**config.mk**
```make
export PLATFORM = sky130hd
export DESIGN_NAME = eac_dev_end_flat
export DESIGN_NICKNAME = d
export VERILOG_FILES = /design/src/eac_pkg.sv /design/src/eac_sfr_if.sv /design/src/eac_dev_end.sv /design/src/flat_wrapper.sv
export SDC_FILE = /design/constraint.sdc
export NUM_CORES = 2
export LEC_CHECK = 0
export BUFFER_PORTS_ARGS = -buffer_cell sky130_fd_sc_hd__buf_2
export CAP_MARGIN = 20
export CELL_PAD_IN_SITES_DETAIL_PLACEMENT = 0
export CELL_PAD_IN_SITES_GLOBAL_PLACEMENT = 2
export CORE_MARGIN = 5
export CORE_UTILIZATION = 40
export DETAILED_ROUTE_END_ITERATION = 10
export GPL_ROUTABILITY_DRIVEN = 0
export PLACE_DENSITY_LB_ADDON = 0.1
export SLEW_MARGIN = 20
export SYNTH_ARGS = -nofsm -noshare
export SYNTH_HDL_FRONTEND = slang
export SYNTH_SLANG_ARGS = --single-unit
```
**constraint.sdc**
```tcl
create_clock -name clk -period 5.6 [get_ports clk]
set_input_delay 0.56 -clock clk [delete_from_list [all_inputs] [get_ports clk]]
set_output_delay 0.56 -clock clk [all_outputs]
set_load 0.01 [all_outputs]
```
**src/eac_pkg.sv**
```systemverilog
package eac_pkg;
   // register index on the sfr port
   localparam logic [2:0] EAC_DATL = 3'h0;  // ee_data_low_byte
   localparam logic [2:0] EAC_ADRL = 3'h1;  // ee_address_low_byte
   localparam logic [2:0] EAC_DATH = 3'h2;  // ee_data_high_byte
   localparam logic [2:0] EAC_ADRH = 3'h3;  // ee_address_high_byte
   localparam logic [2:0] EAC_CTRL = 3'h4;  // ee_access_control
   localparam logic [2:0] EAC_UNLK = 3'h5;  // write_unlock_port
   localparam logic [2:0] EAC_FLAG = 3'h6;  // write_complete_flag holder
   // control register bit positions
   localparam int EAC_B_RD    = 0;
   localparam int EAC_B_WR    = 1;
   localparam int EAC_B_WALLOW = 2;         // write_allow
   localparam int EAC_B_WABORT = 3;         // write_abort_flag
   localparam int EAC_B_PGD   = 7;
   localparam int EAC_B_WCF   = 0;          // bit in flag register
   // unlock key bytes
   localparam logic [7:0] EAC_KEY1 = 8'h55;
   localparam logic [7:0] EAC_KEY2 = 8'hAA;
   // reset values
   localparam logic [7:0] EAC_RST_BYTE = 8'h00;
   localparam logic [7:0] EAC_ERASED   = 8'hFF;
   // timing
   localparam int EAC_CLK_PERIOD_NS = 10;
   localparam int EAC_PWRT_TIME_MS  = 64;
   localparam int EAC_PWRT_CYCLES   =
      EAC_PWRT_TIME_MS * 1_000_000 / EAC_CLK_PERIOD_NS;
   localparam int EAC_WRITE_CYCLES  = 16;  // erase half then program half
   localparam int EAC_FETCH_DELAY   = 2;   // slot is 2nd cycle after trigger
   // unlock detector states
   typedef enum logic [1:0] {EAC_UL_IDLE, EAC_UL_KEY1, EAC_UL_KEY2}
      eac_unlock_t;
endpackage : eac_pkg

```
**src/eac_sfr_if.sv**
```systemverilog
`timescale 1ns/100ps
`default_nettype none
// sfr port between the cpu core and the access controller
interface eac_sfr_if;
   logic [2:0] addr;        // register index
   logic [7:0] wdata;       // write data
   logic       wr;          // write strobe
   logic       rd;          // read strobe
   logic [7:0] rdata;       // read data, cycle after rd
   logic       fetch_slot;  // program read steals this cycle
   modport dev (input addr, wdata, wr, rd, output rdata, fetch_slot);
   modport cpu (output addr, wdata, wr, rd, input rdata, fetch_slot);
endinterface : eac_sfr_if
`default_nettype wire

```
**src/eac_dev_end.sv**
```systemverilog
// Added by the designer: the address-and-strobe port and the register addresses.
`timescale 1ns/100ps
`default_nettype none
// What this block does
// - data read: byte in low data next cycle
// - low data holds until read or write
// - write needs 55h, AAh, then trigger
// - trigger refused while write allow clear
// - clearing write allow keeps running write
// - write allow cleared by hardware only on reset or reset request
// - write end clears trigger, sets complete flag
// - only software or reset clears complete flag
// - triggers set-only, hardware clears on completion
// - abort flag set when reset cuts write
// - space select picks program or data memory
// - program read uses second cycle after trigger
// - program word: six high, eight low bits
// - high address supplies four upper bits
// - low address gives byte or low address
// - write trigger in program space does nothing
// - write allow cleared on power-up
// - writes blocked during power-up timer
// - unimplemented bits read as zero
// - two no-ops follow a program read trigger; only the access in the second cycle is dropped
// - interrupts off around unlock sequence; block has no interrupt input, any other access breaks the sequence
// - unlock port reads all zeros
// - byte write erases then programs
module eac_dev_end
   import eac_pkg::*;
#(
   parameter int DEPTH        = 256,              // data eeprom bytes
   parameter int PWRT_CYCLES  = EAC_PWRT_CYCLES,  // power-up timer length
   parameter int WRITE_CYCLES = EAC_WRITE_CYCLES  // erase plus program
)(
   // clock and reset
   input  wire logic        clk,
   input  wire logic        rst_n,
   // master clear, watchdog or brownout reset request
   input  wire logic        abort_req,
   // program flash read port
   output logic      [11:0] pm_addr,
   input  wire logic [13:0] pm_rdata,
   // status
   output logic             write_complete,
   output logic             write_busy,
   // sfr port
   eac_sfr_if.dev           sfr
);
   localparam int PW = $clog2(PWRT_CYCLES + 1);
   localparam int WW = $clog2(WRITE_CYCLES + 1);
   localparam logic [PW-1:0] PWRT_END = PW'(PWRT_CYCLES);
   localparam logic [WW-1:0] WR_END   = WW'(WRITE_CYCLES);
   localparam logic [WW-1:0] WR_HALF  = WW'(WRITE_CYCLES / 2);

   logic [7:0]    mem [DEPTH];      // data eeprom array
   logic [7:0]    dat_lo_r;         // ee_data_low_byte
   logic [5:0]    dat_hi_r;         // ee_data_high_byte bits 5-0
   logic [7:0]    adr_lo_r;         // ee_address_low_byte
   logic [3:0]    adr_hi_r;         // ee_address_high_byte bits 3-0
   logic          pgd_r;            // space_select
   logic          wabort_r;         // write_abort_flag
   logic          wallow_r;         // write_allow
   logic          wr_r;             // write trigger / busy
   logic          rd_r;             // read trigger
   logic          wcf_r;            // write_complete_flag
   logic [7:0]    rdata_r;          // registered read data
   logic [1:0]    fcnt_r;           // cycles since program read trigger
   logic          slot_r;           // fetch slot marker
   logic [PW-1:0] pwrt_r;           // power-up timer
   logic          pwrt_done_r;      // timer expired
   logic [WW-1:0] wcnt_r;           // write cycle counter
   logic [7:0]    wbyte_r;          // byte latched at write start
   logic [7:0]    waddr_r;          // address latched at write start
   eac_unlock_t   ul_r;             // unlock detector state

   logic ctrl_wr;    // write to control register
   logic rd_go;      // read trigger accepted
   logic wr_go;      // write trigger accepted
   logic wr_done;    // last write cycle
   logic any_acc;    // any register access

   assign ctrl_wr = sfr.wr && sfr.addr == EAC_CTRL;
   assign any_acc = sfr.wr | sfr.rd;
   // read trigger only sets; busy read ignores a second one
   assign rd_go   = ctrl_wr && sfr.wdata[EAC_B_RD] && !rd_r;
   // write trigger needs unlock, write allow, data space, timer
   assign wr_go   = ctrl_wr && sfr.wdata[EAC_B_WR] && !wr_r
                    && ul_r == EAC_UL_KEY2
                    && wallow_r
                    && !sfr.wdata[EAC_B_PGD] && !pgd_r
                    && pwrt_done_r;
   assign wr_done = wr_r && wcnt_r == WR_END;

   // power-up timer runs once after power-on reset only
   always_ff @(posedge clk) begin
      if (!rst_n) begin
         pwrt_r      <= '0;
         pwrt_done_r <= 1'b0;
      end else if (!pwrt_done_r) begin
         pwrt_r      <= pwrt_r + PW'(1);
         pwrt_done_r <= pwrt_r == PWRT_END - PW'(1);
      end
   end

   // unlock detector; any other access breaks the sequence
   always_ff @(posedge clk) begin
      if (!rst_n || abort_req) begin
         ul_r <= EAC_UL_IDLE;
      end else if (sfr.wr && sfr.addr == EAC_UNLK) begin
         if (sfr.wdata == EAC_KEY1) begin
            ul_r <= EAC_UL_KEY1;
         end else if (sfr.wdata == EAC_KEY2 && ul_r == EAC_UL_KEY1) begin
            ul_r <= EAC_UL_KEY2;
         end else begin
            ul_r <= EAC_UL_IDLE;
         end
      end else if (any_acc) begin
         ul_r <= EAC_UL_IDLE;
      end
   end

   // address registers
   always_ff @(posedge clk) begin
      if (!rst_n || abort_req) begin
         adr_lo_r <= EAC_RST_BYTE;
         adr_hi_r <= EAC_RST_BYTE[3:0];
      end else if (sfr.wr) begin
         if (sfr.addr == EAC_ADRL) adr_lo_r <= sfr.wdata;
         if (sfr.addr == EAC_ADRH) adr_hi_r <= sfr.wdata[3:0];
      end
   end
   assign pm_addr = {adr_hi_r, adr_lo_r};

   // data registers: loaded by reads or software writes only
   always_ff @(posedge clk) begin
      if (!rst_n || abort_req) begin
         dat_lo_r <= EAC_RST_BYTE;
         dat_hi_r <= EAC_RST_BYTE[5:0];
      end else if (rd_go && !sfr.wdata[EAC_B_PGD]) begin
         dat_lo_r <= mem[adr_lo_r];
      end else if (slot_r) begin
         dat_lo_r <= pm_rdata[7:0];
         dat_hi_r <= pm_rdata[13:8];
      end else if (sfr.wr) begin
         if (sfr.addr == EAC_DATL) dat_lo_r <= sfr.wdata;
         if (sfr.addr == EAC_DATH) dat_hi_r <= sfr.wdata[5:0];
      end
   end

   // read engine; data space done at once, program space waits a slot
   always_ff @(posedge clk) begin
      if (!rst_n || abort_req) begin
         rd_r   <= 1'b0;
         fcnt_r <= 2'h0;
         slot_r <= 1'b0;
      end else if (rd_go) begin
         rd_r   <= sfr.wdata[EAC_B_PGD];
         fcnt_r <= 2'h1;
         slot_r <= 1'b0;
      end else if (rd_r) begin
         fcnt_r <= fcnt_r + 2'h1;
         slot_r <= fcnt_r == 2'(EAC_FETCH_DELAY - 1);
         if (slot_r) begin
            rd_r <= 1'b0;
         end
      end else begin
         slot_r <= 1'b0;
      end
   end
   assign sfr.fetch_slot = slot_r;

   // control bits written by software
   always_ff @(posedge clk) begin
      if (!rst_n) begin
         pgd_r    <= 1'b0;
         wallow_r <= 1'b0;
      end else if (abort_req) begin
         pgd_r    <= 1'b0;
         wallow_r <= 1'b0;
      end else if (ctrl_wr) begin
         pgd_r    <= sfr.wdata[EAC_B_PGD];
         wallow_r <= sfr.wdata[EAC_B_WALLOW];
      end
   end

   // write engine: erase first half, program second half
   always_ff @(posedge clk) begin
      if (!rst_n || abort_req) begin
         wr_r   <= 1'b0;
         wcnt_r <= '0;
      end else if (wr_go) begin
         wr_r    <= 1'b1;
         wcnt_r  <= '0;
         wbyte_r <= dat_lo_r;
         waddr_r <= adr_lo_r;
      end else if (wr_r) begin
         wcnt_r <= wcnt_r + WW'(1);
         if (wcnt_r == '0) begin
            mem[waddr_r] <= EAC_ERASED;
         end
         if (wcnt_r == WR_HALF) begin
            mem[waddr_r] <= wbyte_r;
         end
         if (wr_done) begin
            wr_r <= 1'b0;
         end
      end
   end

   // abort flag; a cut write sets it, a finished one clears it
   always_ff @(posedge clk) begin
      if (!rst_n) begin
         wabort_r <= 1'b0;
      end else if (abort_req) begin
         wabort_r <= wabort_r | wr_r;
      end else if (wr_done) begin
         wabort_r <= 1'b0;
      end else if (ctrl_wr) begin
         wabort_r <= sfr.wdata[EAC_B_WABORT];
      end
   end

   // complete flag; set wins over a software clear
   always_ff @(posedge clk) begin
      if (!rst_n) begin
         wcf_r <= 1'b0;
      end else if (wr_done) begin
         wcf_r <= 1'b1;
      end else if (sfr.wr && sfr.addr == EAC_FLAG) begin
         wcf_r <= sfr.wdata[EAC_B_WCF];
      end
   end

   // registered read mux, unused bits zero
   always_ff @(posedge clk) begin
      if (!rst_n) begin
         rdata_r <= EAC_RST_BYTE;
      end else if (sfr.rd) begin
         unique case (sfr.addr)
            EAC_DATL: rdata_r <= dat_lo_r;
            EAC_ADRL: rdata_r <= adr_lo_r;
            EAC_DATH: rdata_r <= {2'h0, dat_hi_r};
            EAC_ADRH: rdata_r <= {4'h0, adr_hi_r};
            EAC_CTRL: rdata_r <= {pgd_r, 3'h0, wabort_r, wallow_r,
                                  wr_r, rd_r};
            EAC_FLAG: rdata_r <= {7'h00, wcf_r};
            default:  rdata_r <= EAC_RST_BYTE;
         endcase
      end
   end
   assign sfr.rdata      = rdata_r;
   assign write_complete = wcf_r;
   assign write_busy     = wr_r;
endmodule : eac_dev_end
`default_nettype wire

```
**src/flat_wrapper.sv**
```systemverilog
// flat-port wrapper written by rule: the top's interface ports become plain ports
module eac_dev_end_flat import eac_pkg::*;
#(
   parameter int DEPTH        = 256,                                  
   parameter int PWRT_CYCLES  = EAC_PWRT_CYCLES,                          
   parameter int WRITE_CYCLES = EAC_WRITE_CYCLES                       
)
  (clk, rst_n, abort_req, pm_addr, pm_rdata, write_complete, write_busy, sfr_addr, sfr_wdata, sfr_wr, sfr_rd, sfr_rdata, sfr_fetch_slot);
  eac_sfr_if sfr_i ();
  input  wire logic clk;
  input  wire logic rst_n;
  input  wire logic abort_req;
  output logic      [11:0] pm_addr;
  input  wire logic [13:0] pm_rdata;
  output logic write_complete;
  output logic write_busy;
  input wire logic [$bits(sfr_i.addr)-1:0] sfr_addr;
  input wire logic [$bits(sfr_i.wdata)-1:0] sfr_wdata;
  input wire logic [$bits(sfr_i.wr)-1:0] sfr_wr;
  input wire logic [$bits(sfr_i.rd)-1:0] sfr_rd;
  output wire logic [$bits(sfr_i.rdata)-1:0] sfr_rdata;
  output wire logic [$bits(sfr_i.fetch_slot)-1:0] sfr_fetch_slot;
  assign sfr_i.addr = sfr_addr;
  assign sfr_i.wdata = sfr_wdata;
  assign sfr_i.wr = sfr_wr;
  assign sfr_i.rd = sfr_rd;
  assign sfr_rdata = sfr_i.rdata;
  assign sfr_fetch_slot = sfr_i.fetch_slot;
  eac_dev_end #(.DEPTH(DEPTH), .PWRT_CYCLES(PWRT_CYCLES), .WRITE_CYCLES(WRITE_CYCLES)) u_core (.clk(clk), .rst_n(rst_n), .abort_req(abort_req), .pm_addr(pm_addr), .pm_rdata(pm_rdata), .write_complete(write_complete), .write_busy(write_busy), .sfr(sfr_i));
endmodule
```
Word-level counts from Yosys, hierarchy flattened
Memory sizes are Yosys's and may differ from the RTL's. A register that Yosys moved wholly into a read port is not among the register bits. Cells that the tools add are included.

Register bits after elaboration: 90. Bits in writable memories: 2048. Input port bits: 30. Memories kept: 1.

Memory list: u_core.mem (depth 256, bits a word 8, rd ports 1, clocked after Yosys merged registers in 1, write ports 1, RTL line eac_dev_end.sv:55) `logic [7:0] mem [DEPTH];`.

Add/sub/neg operators: 3. Equality and inequality tests: 14. Mux-type cells: 39. Bitwise logic cells: 7. Reduce and logical (&&, ||, !) cells: 40.

Operator list (number): 8-bit 2-to-1 mux (7); 8-bit one-hot mux with 6 select lines (1); 1-bit 2-to-1 mux (24); 23-bit by 1-bit adder with 23-bit output (second input constant) (1); 23-bit == test (second input constant) (1); 6-bit 2-to-1 mux (3); 1-bit logical AND (15); 2-bit nonzero test (5); 3-bit == test (second input constant) (3); 3-bit nonzero test (3); 8-bit by 7-bit == test with 1-bit output (second input constant) (1); 8-bit == test (second input constant) (1); 2-bit 2-to-1 mux (4); 2-bit AND reduction (4); 3-bit by 2-bit == test with 1-bit output (second input constant) (2); 2-bit OR reduction (3); 5-bit by 1-bit adder with 5-bit output (second input constant) (1); 5-bit by 4-bit == test with 1-bit output (second input constant) (1); 5-bit == test (second input constant) (1); 1-bit zero test (5); 5-bit zero test (1); 2-bit by 1-bit == test with 1-bit output (second input constant) (2); 1-bit NOT (4); 3-bit by 1-bit == test with 1-bit output (second input constant) (1); other kinds (7) (9).

Logic depth before layout (Yosys ltp)
Depth in word-level cells: 13. Depth in mapped cells: 13. Depth with buffers taken out: 7.

Worst setup path before layout
No wires, ideal clock.

Path type: input to register. Start point: input port sfr_addr[2]. End point: memory u_core.mem[0][0], data pin. Setup time: 0.555 ns. Arrival: 3.735 ns. Data required time: 5.045 ns. Setup slack: 1.310 ns. Stages on the path: 9. Buffers on the path: 3. Path through: clkbuf_1 -> and4bb_2 -> nand3_1 -> nand2_1 -> nor4bb_1 -> buf_2 -> buf_2 -> nand2_1 -> or2_2.

Longest elaborated chain between the ends: 13.

Ends and longest elaborated chain: start: declaration (RTL line flat_wrapper.sv:17) `input wire logic [$bits(sfr_i.addr)-1:0] sfr_addr;`; 3-bit == test (RTL line eac_dev_end.sv:82) `assign ctrl_wr = sfr.wr && sfr.addr == EAC_CTRL;`; 1-bit logical AND (RTL line eac_dev_end.sv:82); 1-bit logical AND (2 in a row) (RTL line eac_dev_end.sv:87) `assign wr_go = ctrl_wr && sfr.wdata[EAC_B_WR] && !wr_r`; 1-bit logical AND (RTL line eac_dev_end.sv:88) `&& ul_r == EAC_UL_KEY2`; 1-bit logical AND (RTL line eac_dev_end.sv:89) `&& wallow_r`; 1-bit logical AND (2 in a row) (RTL line eac_dev_end.sv:90) `&& !sfr.wdata[EAC_B_PGD] && !pgd_r`; 1-bit logical AND (RTL line eac_dev_end.sv:91) `&& pwrt_done_r;`; 1-bit 2-to-1 mux (RTL line eac_dev_end.sv:191) `end else if (wr_go) begin`; 1-bit 2-to-1 mux (RTL line eac_dev_end.sv:188) `if (!rst_n || abort_req) begin`; 1-bit 2-to-1 mux (not written as such) (RTL line eac_dev_end.sv:202) `mem[waddr_r] <= wbyte_r;`; 8-bit 2-to-1 mux (no line); end: declaration (RTL line eac_dev_end.sv:55).

Every way passes these cells.

==> summary.md <==
| Metric | Value |
|---|---|
| DRC viols | `0` |
| Setup violators final | `0` |
| Crit share post-route | `78.4%` |
| Register area share after synthesis | `76.0%` |
| PD cells | `337 nW/um2` |
| Final #Nets | `4402` |
| Leakage | `34.8 nW` |
| Die height | `468 um` |
| Syn avg cell area | `20.2 um2` |
| Worst-Skew Late Latency | `0.86 ns` |
| Cell Area, Synth | `83700 um2` |
| Clk root buf | `clkbuf_16` |
| Worst EP required | `6.26 ns` |
| Slew headroom | `19.1%` |
| Final WL | `240000 um` |
| Slowest Stage Delay on Critical Path | `0.98 ns` |
| Num Clock Sinks | `2146` |
| FP Rows | `168` |
| Synthesized netlist net count | `4170` |
| Clock tree buffer depth | `3` |
| Worst EP arrival | `5.06 ns` |
| Clock Pin Slew Worst Setup and Hold Paths | `0.06 ns` |
| Prevailing post-synth register cell | `edfxtp_1` |
| First-pass GRT wire length | `337000 um` |
| Placed Cells | `6940` |
| Worst VDD drop | `0.000272 V` |
| Clock Skews | `0.0337 ns` |
| Layout area overhead | `14.3%` |
| CP Cell Sequence | `buf_12 -> mux4_2 -> mux2i_1 -> o22ai_1 -> or4_1 -> a2111oi_2 -> a31oi_1` |
| EDFF count, synth | `2064` |
| Worst-Margin Slew | `1.20 ns` |
| Post-layout min period | `4.39 ns` |
| CTS H-tree depth | `4` |
| Crit Path Max Fanout | `51` |
| IO buf count | `52` |
| DP Wirelength | `151000 um` |
| Initial antenna violation count | `13` |
| Antenna Nets Post-Route | `0` |
| Unrepaired setup endpoints after global routing | `false` |
| Status | `complete, no violations` |
| Core area | `209000 um2` |
| Vias in the first global route | `42500` |
| Drt first pass iters | `6` |
| Setup_tns | `0 ns` |
| Final Hold Vio Count | `0` |
| Max-cap violations | `0` |
| CTS tree | `built` |
| Syn Inst Count | `4136` |
| Overall Global Routing Usage | `21.8%` |
| Initial Util | `40.1%` |
| Unique masters post-synth | `68` |
| CP startpoint kind | `register` |
| Setup CP Type | `reg -> reg` |
| Drt first-iter violations | `4336` |
| Min-Delay Path Class | `in -> reg` |
| Largest net degree at the start of global routing | `111` |
| Die area | `219000 um2` |
| I/O Pins | `53` |
| Fraction of registers with async set/reset | `0%` |
| CP Capture Type | `register` |
| Yosys warns | `0` |
| Fin cells | `7372` |
| Via/cell ratio | `5.70` |
| Via count | `42000` |
| Max Freq | `228 MHz` |
| Register bit total from synthesis | `2146` |
| Setup Buffers After CTS | `0` |
| Drt wl/cell | `32.5 um` |
| Share of layout cells above drive strength 1 | `24.5%` |
| Slowest stage cell, crit path | `dfxtp_4` |
| TritonCTS buffer count | `223` |
| Die Width | `468 um` |
| Max Slew Vio Count | `0` |
| Grt total ovfl | `0` |
[kinds of logic (layout without fill, tap and decap cells)]
kind of cell             Yosys count  in the layout  synth area share (%)
adder cells (fa/ha/maj)            4              4                0.0598
multiplexers                     655            655                  15.3
buffers and inverters            260            686                  1.58
AND/OR/NAND/NOR                  684            684                  3.82
AO/OA/AOI/OAI                    364            364                  3.07
flip-flops                      2146           2146                  76.0
XOR/XNOR                          23             23                 0.241
other                              0              5                     0
[layout by cell type (no fill, tap or decap), types with 19 or more instances in the layout]
master and count:
clkbuf_1 41, a211oi_1 41, a221oi_1 23, o221ai_1 29
o22ai_1 44, dfxtp_1 76, and2_1 22, clkinv_2 52
a21oi_1 60, bufinv_16 23, mux4_2 486, a22oi_1 24
mux2i_1 147, o21ai_0 35, buf_4 146, clkinv_1 50
buf_2 52, nand3_1 57, nor2_1 333, inv_1 19
o31ai_1 19, clkbuf_16 228, nand2_1 79, nor2b_1 54
edfxtp_1 2064, buf_12 40
[registers in the layout, summed over array words and instances (netlist names), 4 cells and up, named ones only]
signal	cells
u_core.wcnt_r	5
u_core.waddr_r	8
u_core.wbyte_r	8
u_core.dat_hi_r	6
u_core.sfr.rdata	8
u_core.pwrt_r	23
u_core.mem	2048
u_core.dat_lo_r	8
u_core.adr_lo_r	8
u_core.adr_hi_r	4
[critical path: cells and delay by family (launching register included)]
kind,cells,cell delay (ns)
AO/OA/AOI/OAI,3,0.95
buffers and inverters,1,0.44
multiplexers,2,1.07
AND/OR/NAND/NOR,1,0.68
flip-flops,1,0.98
[metrics by stage]
| step | hold slack [ns] | utilization [%] | setup WS (ns) | power, mW | cell area, um2 |
|---|---|---|---|---|---|
| floorplan | 0.417 | - | 1.31 | 17.8 | 83700 |
| detailed placement | 0.463 | 42.3 | 1.09 | 17.9 | 88300 |
| finish | 0.0764 | 45.8 | 1.21 | 32.3 | 95700 |
| CTS | 0.00631 | 45.8 | 1.17 | 32.6 | 95700 |
| global placement | 0.461 | 42.3 | 1.14 | 17.9 | 88300 |
| global route | 0.0452 | 45.8 | 1.06 | 33.3 | 95700 |
[Yosys cell counts, types with 4 or more instances]
cell type	count	share of area [%]
a211oi_1	42	0.38
a21boi_0	5	0.045
a21o_1	6	0.054
a21oi_1	60	0.36
a221oi_1	23	0.24
a22o_1	18	0.19
a22oi_1	24	0.22
a311oi_1	12	0.13
a31oi_1	16	0.12
and2_1	22	0.16
and3_1	17	0.13
and4_1	7	0.073
buf_1	15	0.067
buf_2	58	0.35
buf_4	34	0.30
buf_6	15	0.20
clkbuf_1	115	0.52
dfxtp_1	82	2.0
edfxtp_1	2064	74
ha_1	4	0.060
inv_1	20	0.090
mux2_2	14	0.19
mux2i_1	147	1.8
mux4_1	8	0.25
mux4_2	486	13
nand2_1	88	0.39
nand2b_1	15	0.11
nand3_1	63	0.38
nand3b_1	6	0.054
nand4_1	18	0.13
nor2_1	335	1.5
nor2b_1	57	0.43
nor3_1	13	0.078
nor4_1	9	0.067
o211a_1	4	0.048
o21ai_0	35	0.21
o221ai_1	29	0.30
o22ai_1	44	0.33
o31ai_1	19	0.17
or2_2	11	0.082
or3_1	5	0.037
xnor2_1	18	0.19
xor2_1	5	0.052
[final cells by class]
type / instances / area (um2)
clock inverters: 150 / 1430
repair buffers: 246 / 2240
fillers: 17700 / 113000
flip-flops and latches: 2146 / 63600
clock buffers: 269 / 5860
diodes: 5 / 12.5
multi-input cells: 1730 / 18900
well taps: 2805 / 3510
inverters: 21 / 82.6
[timing repair]
item / CTS / global route
hold endpoints to repair: 9 / 0
gates resized for setup: 0 / 0
hold buffers: 8 / 0
[per-layer routing]
layer  GRT usage, %  up-vias  wire, um
met3           4.21      262     15900
li1               -    17600         -
met1           33.1    22700    110000
met5              0        -        13
met4           4.79        2      5010
met2           33.1     1394    109000
[final timing paths]
kind / end / slack [ns] / from / depth (start not counted)
worst min-delay path: u_core.dat_hi_r[0]$_SDFFE_PP0P_ / 0.08 / pm_rdata[8] / 3
worst min register to register: u_core.sfr.rdata[1]$_SDFFE_PN0P_ / 0.47 / u_core.sfr.rdata[1]$_SDFFE_PN0P_ / 1
worst max-delay path: u_core.dat_lo_r[3]$_SDFFE_PP0P_ / 1.21 / register / 7
worst max register to register: u_core.dat_lo_r[3]$_SDFFE_PP0P_ / 1.21 / register / 7
[where the power goes]
part	switching [mW]	internal (mW)	total (mW)
combinational	0.117	0.0669	0.184
clock	6.25	8.50	14.7
sequential	0.00997	17.3	17.3
Note: power is estimated with default switching activity, not from simulation.
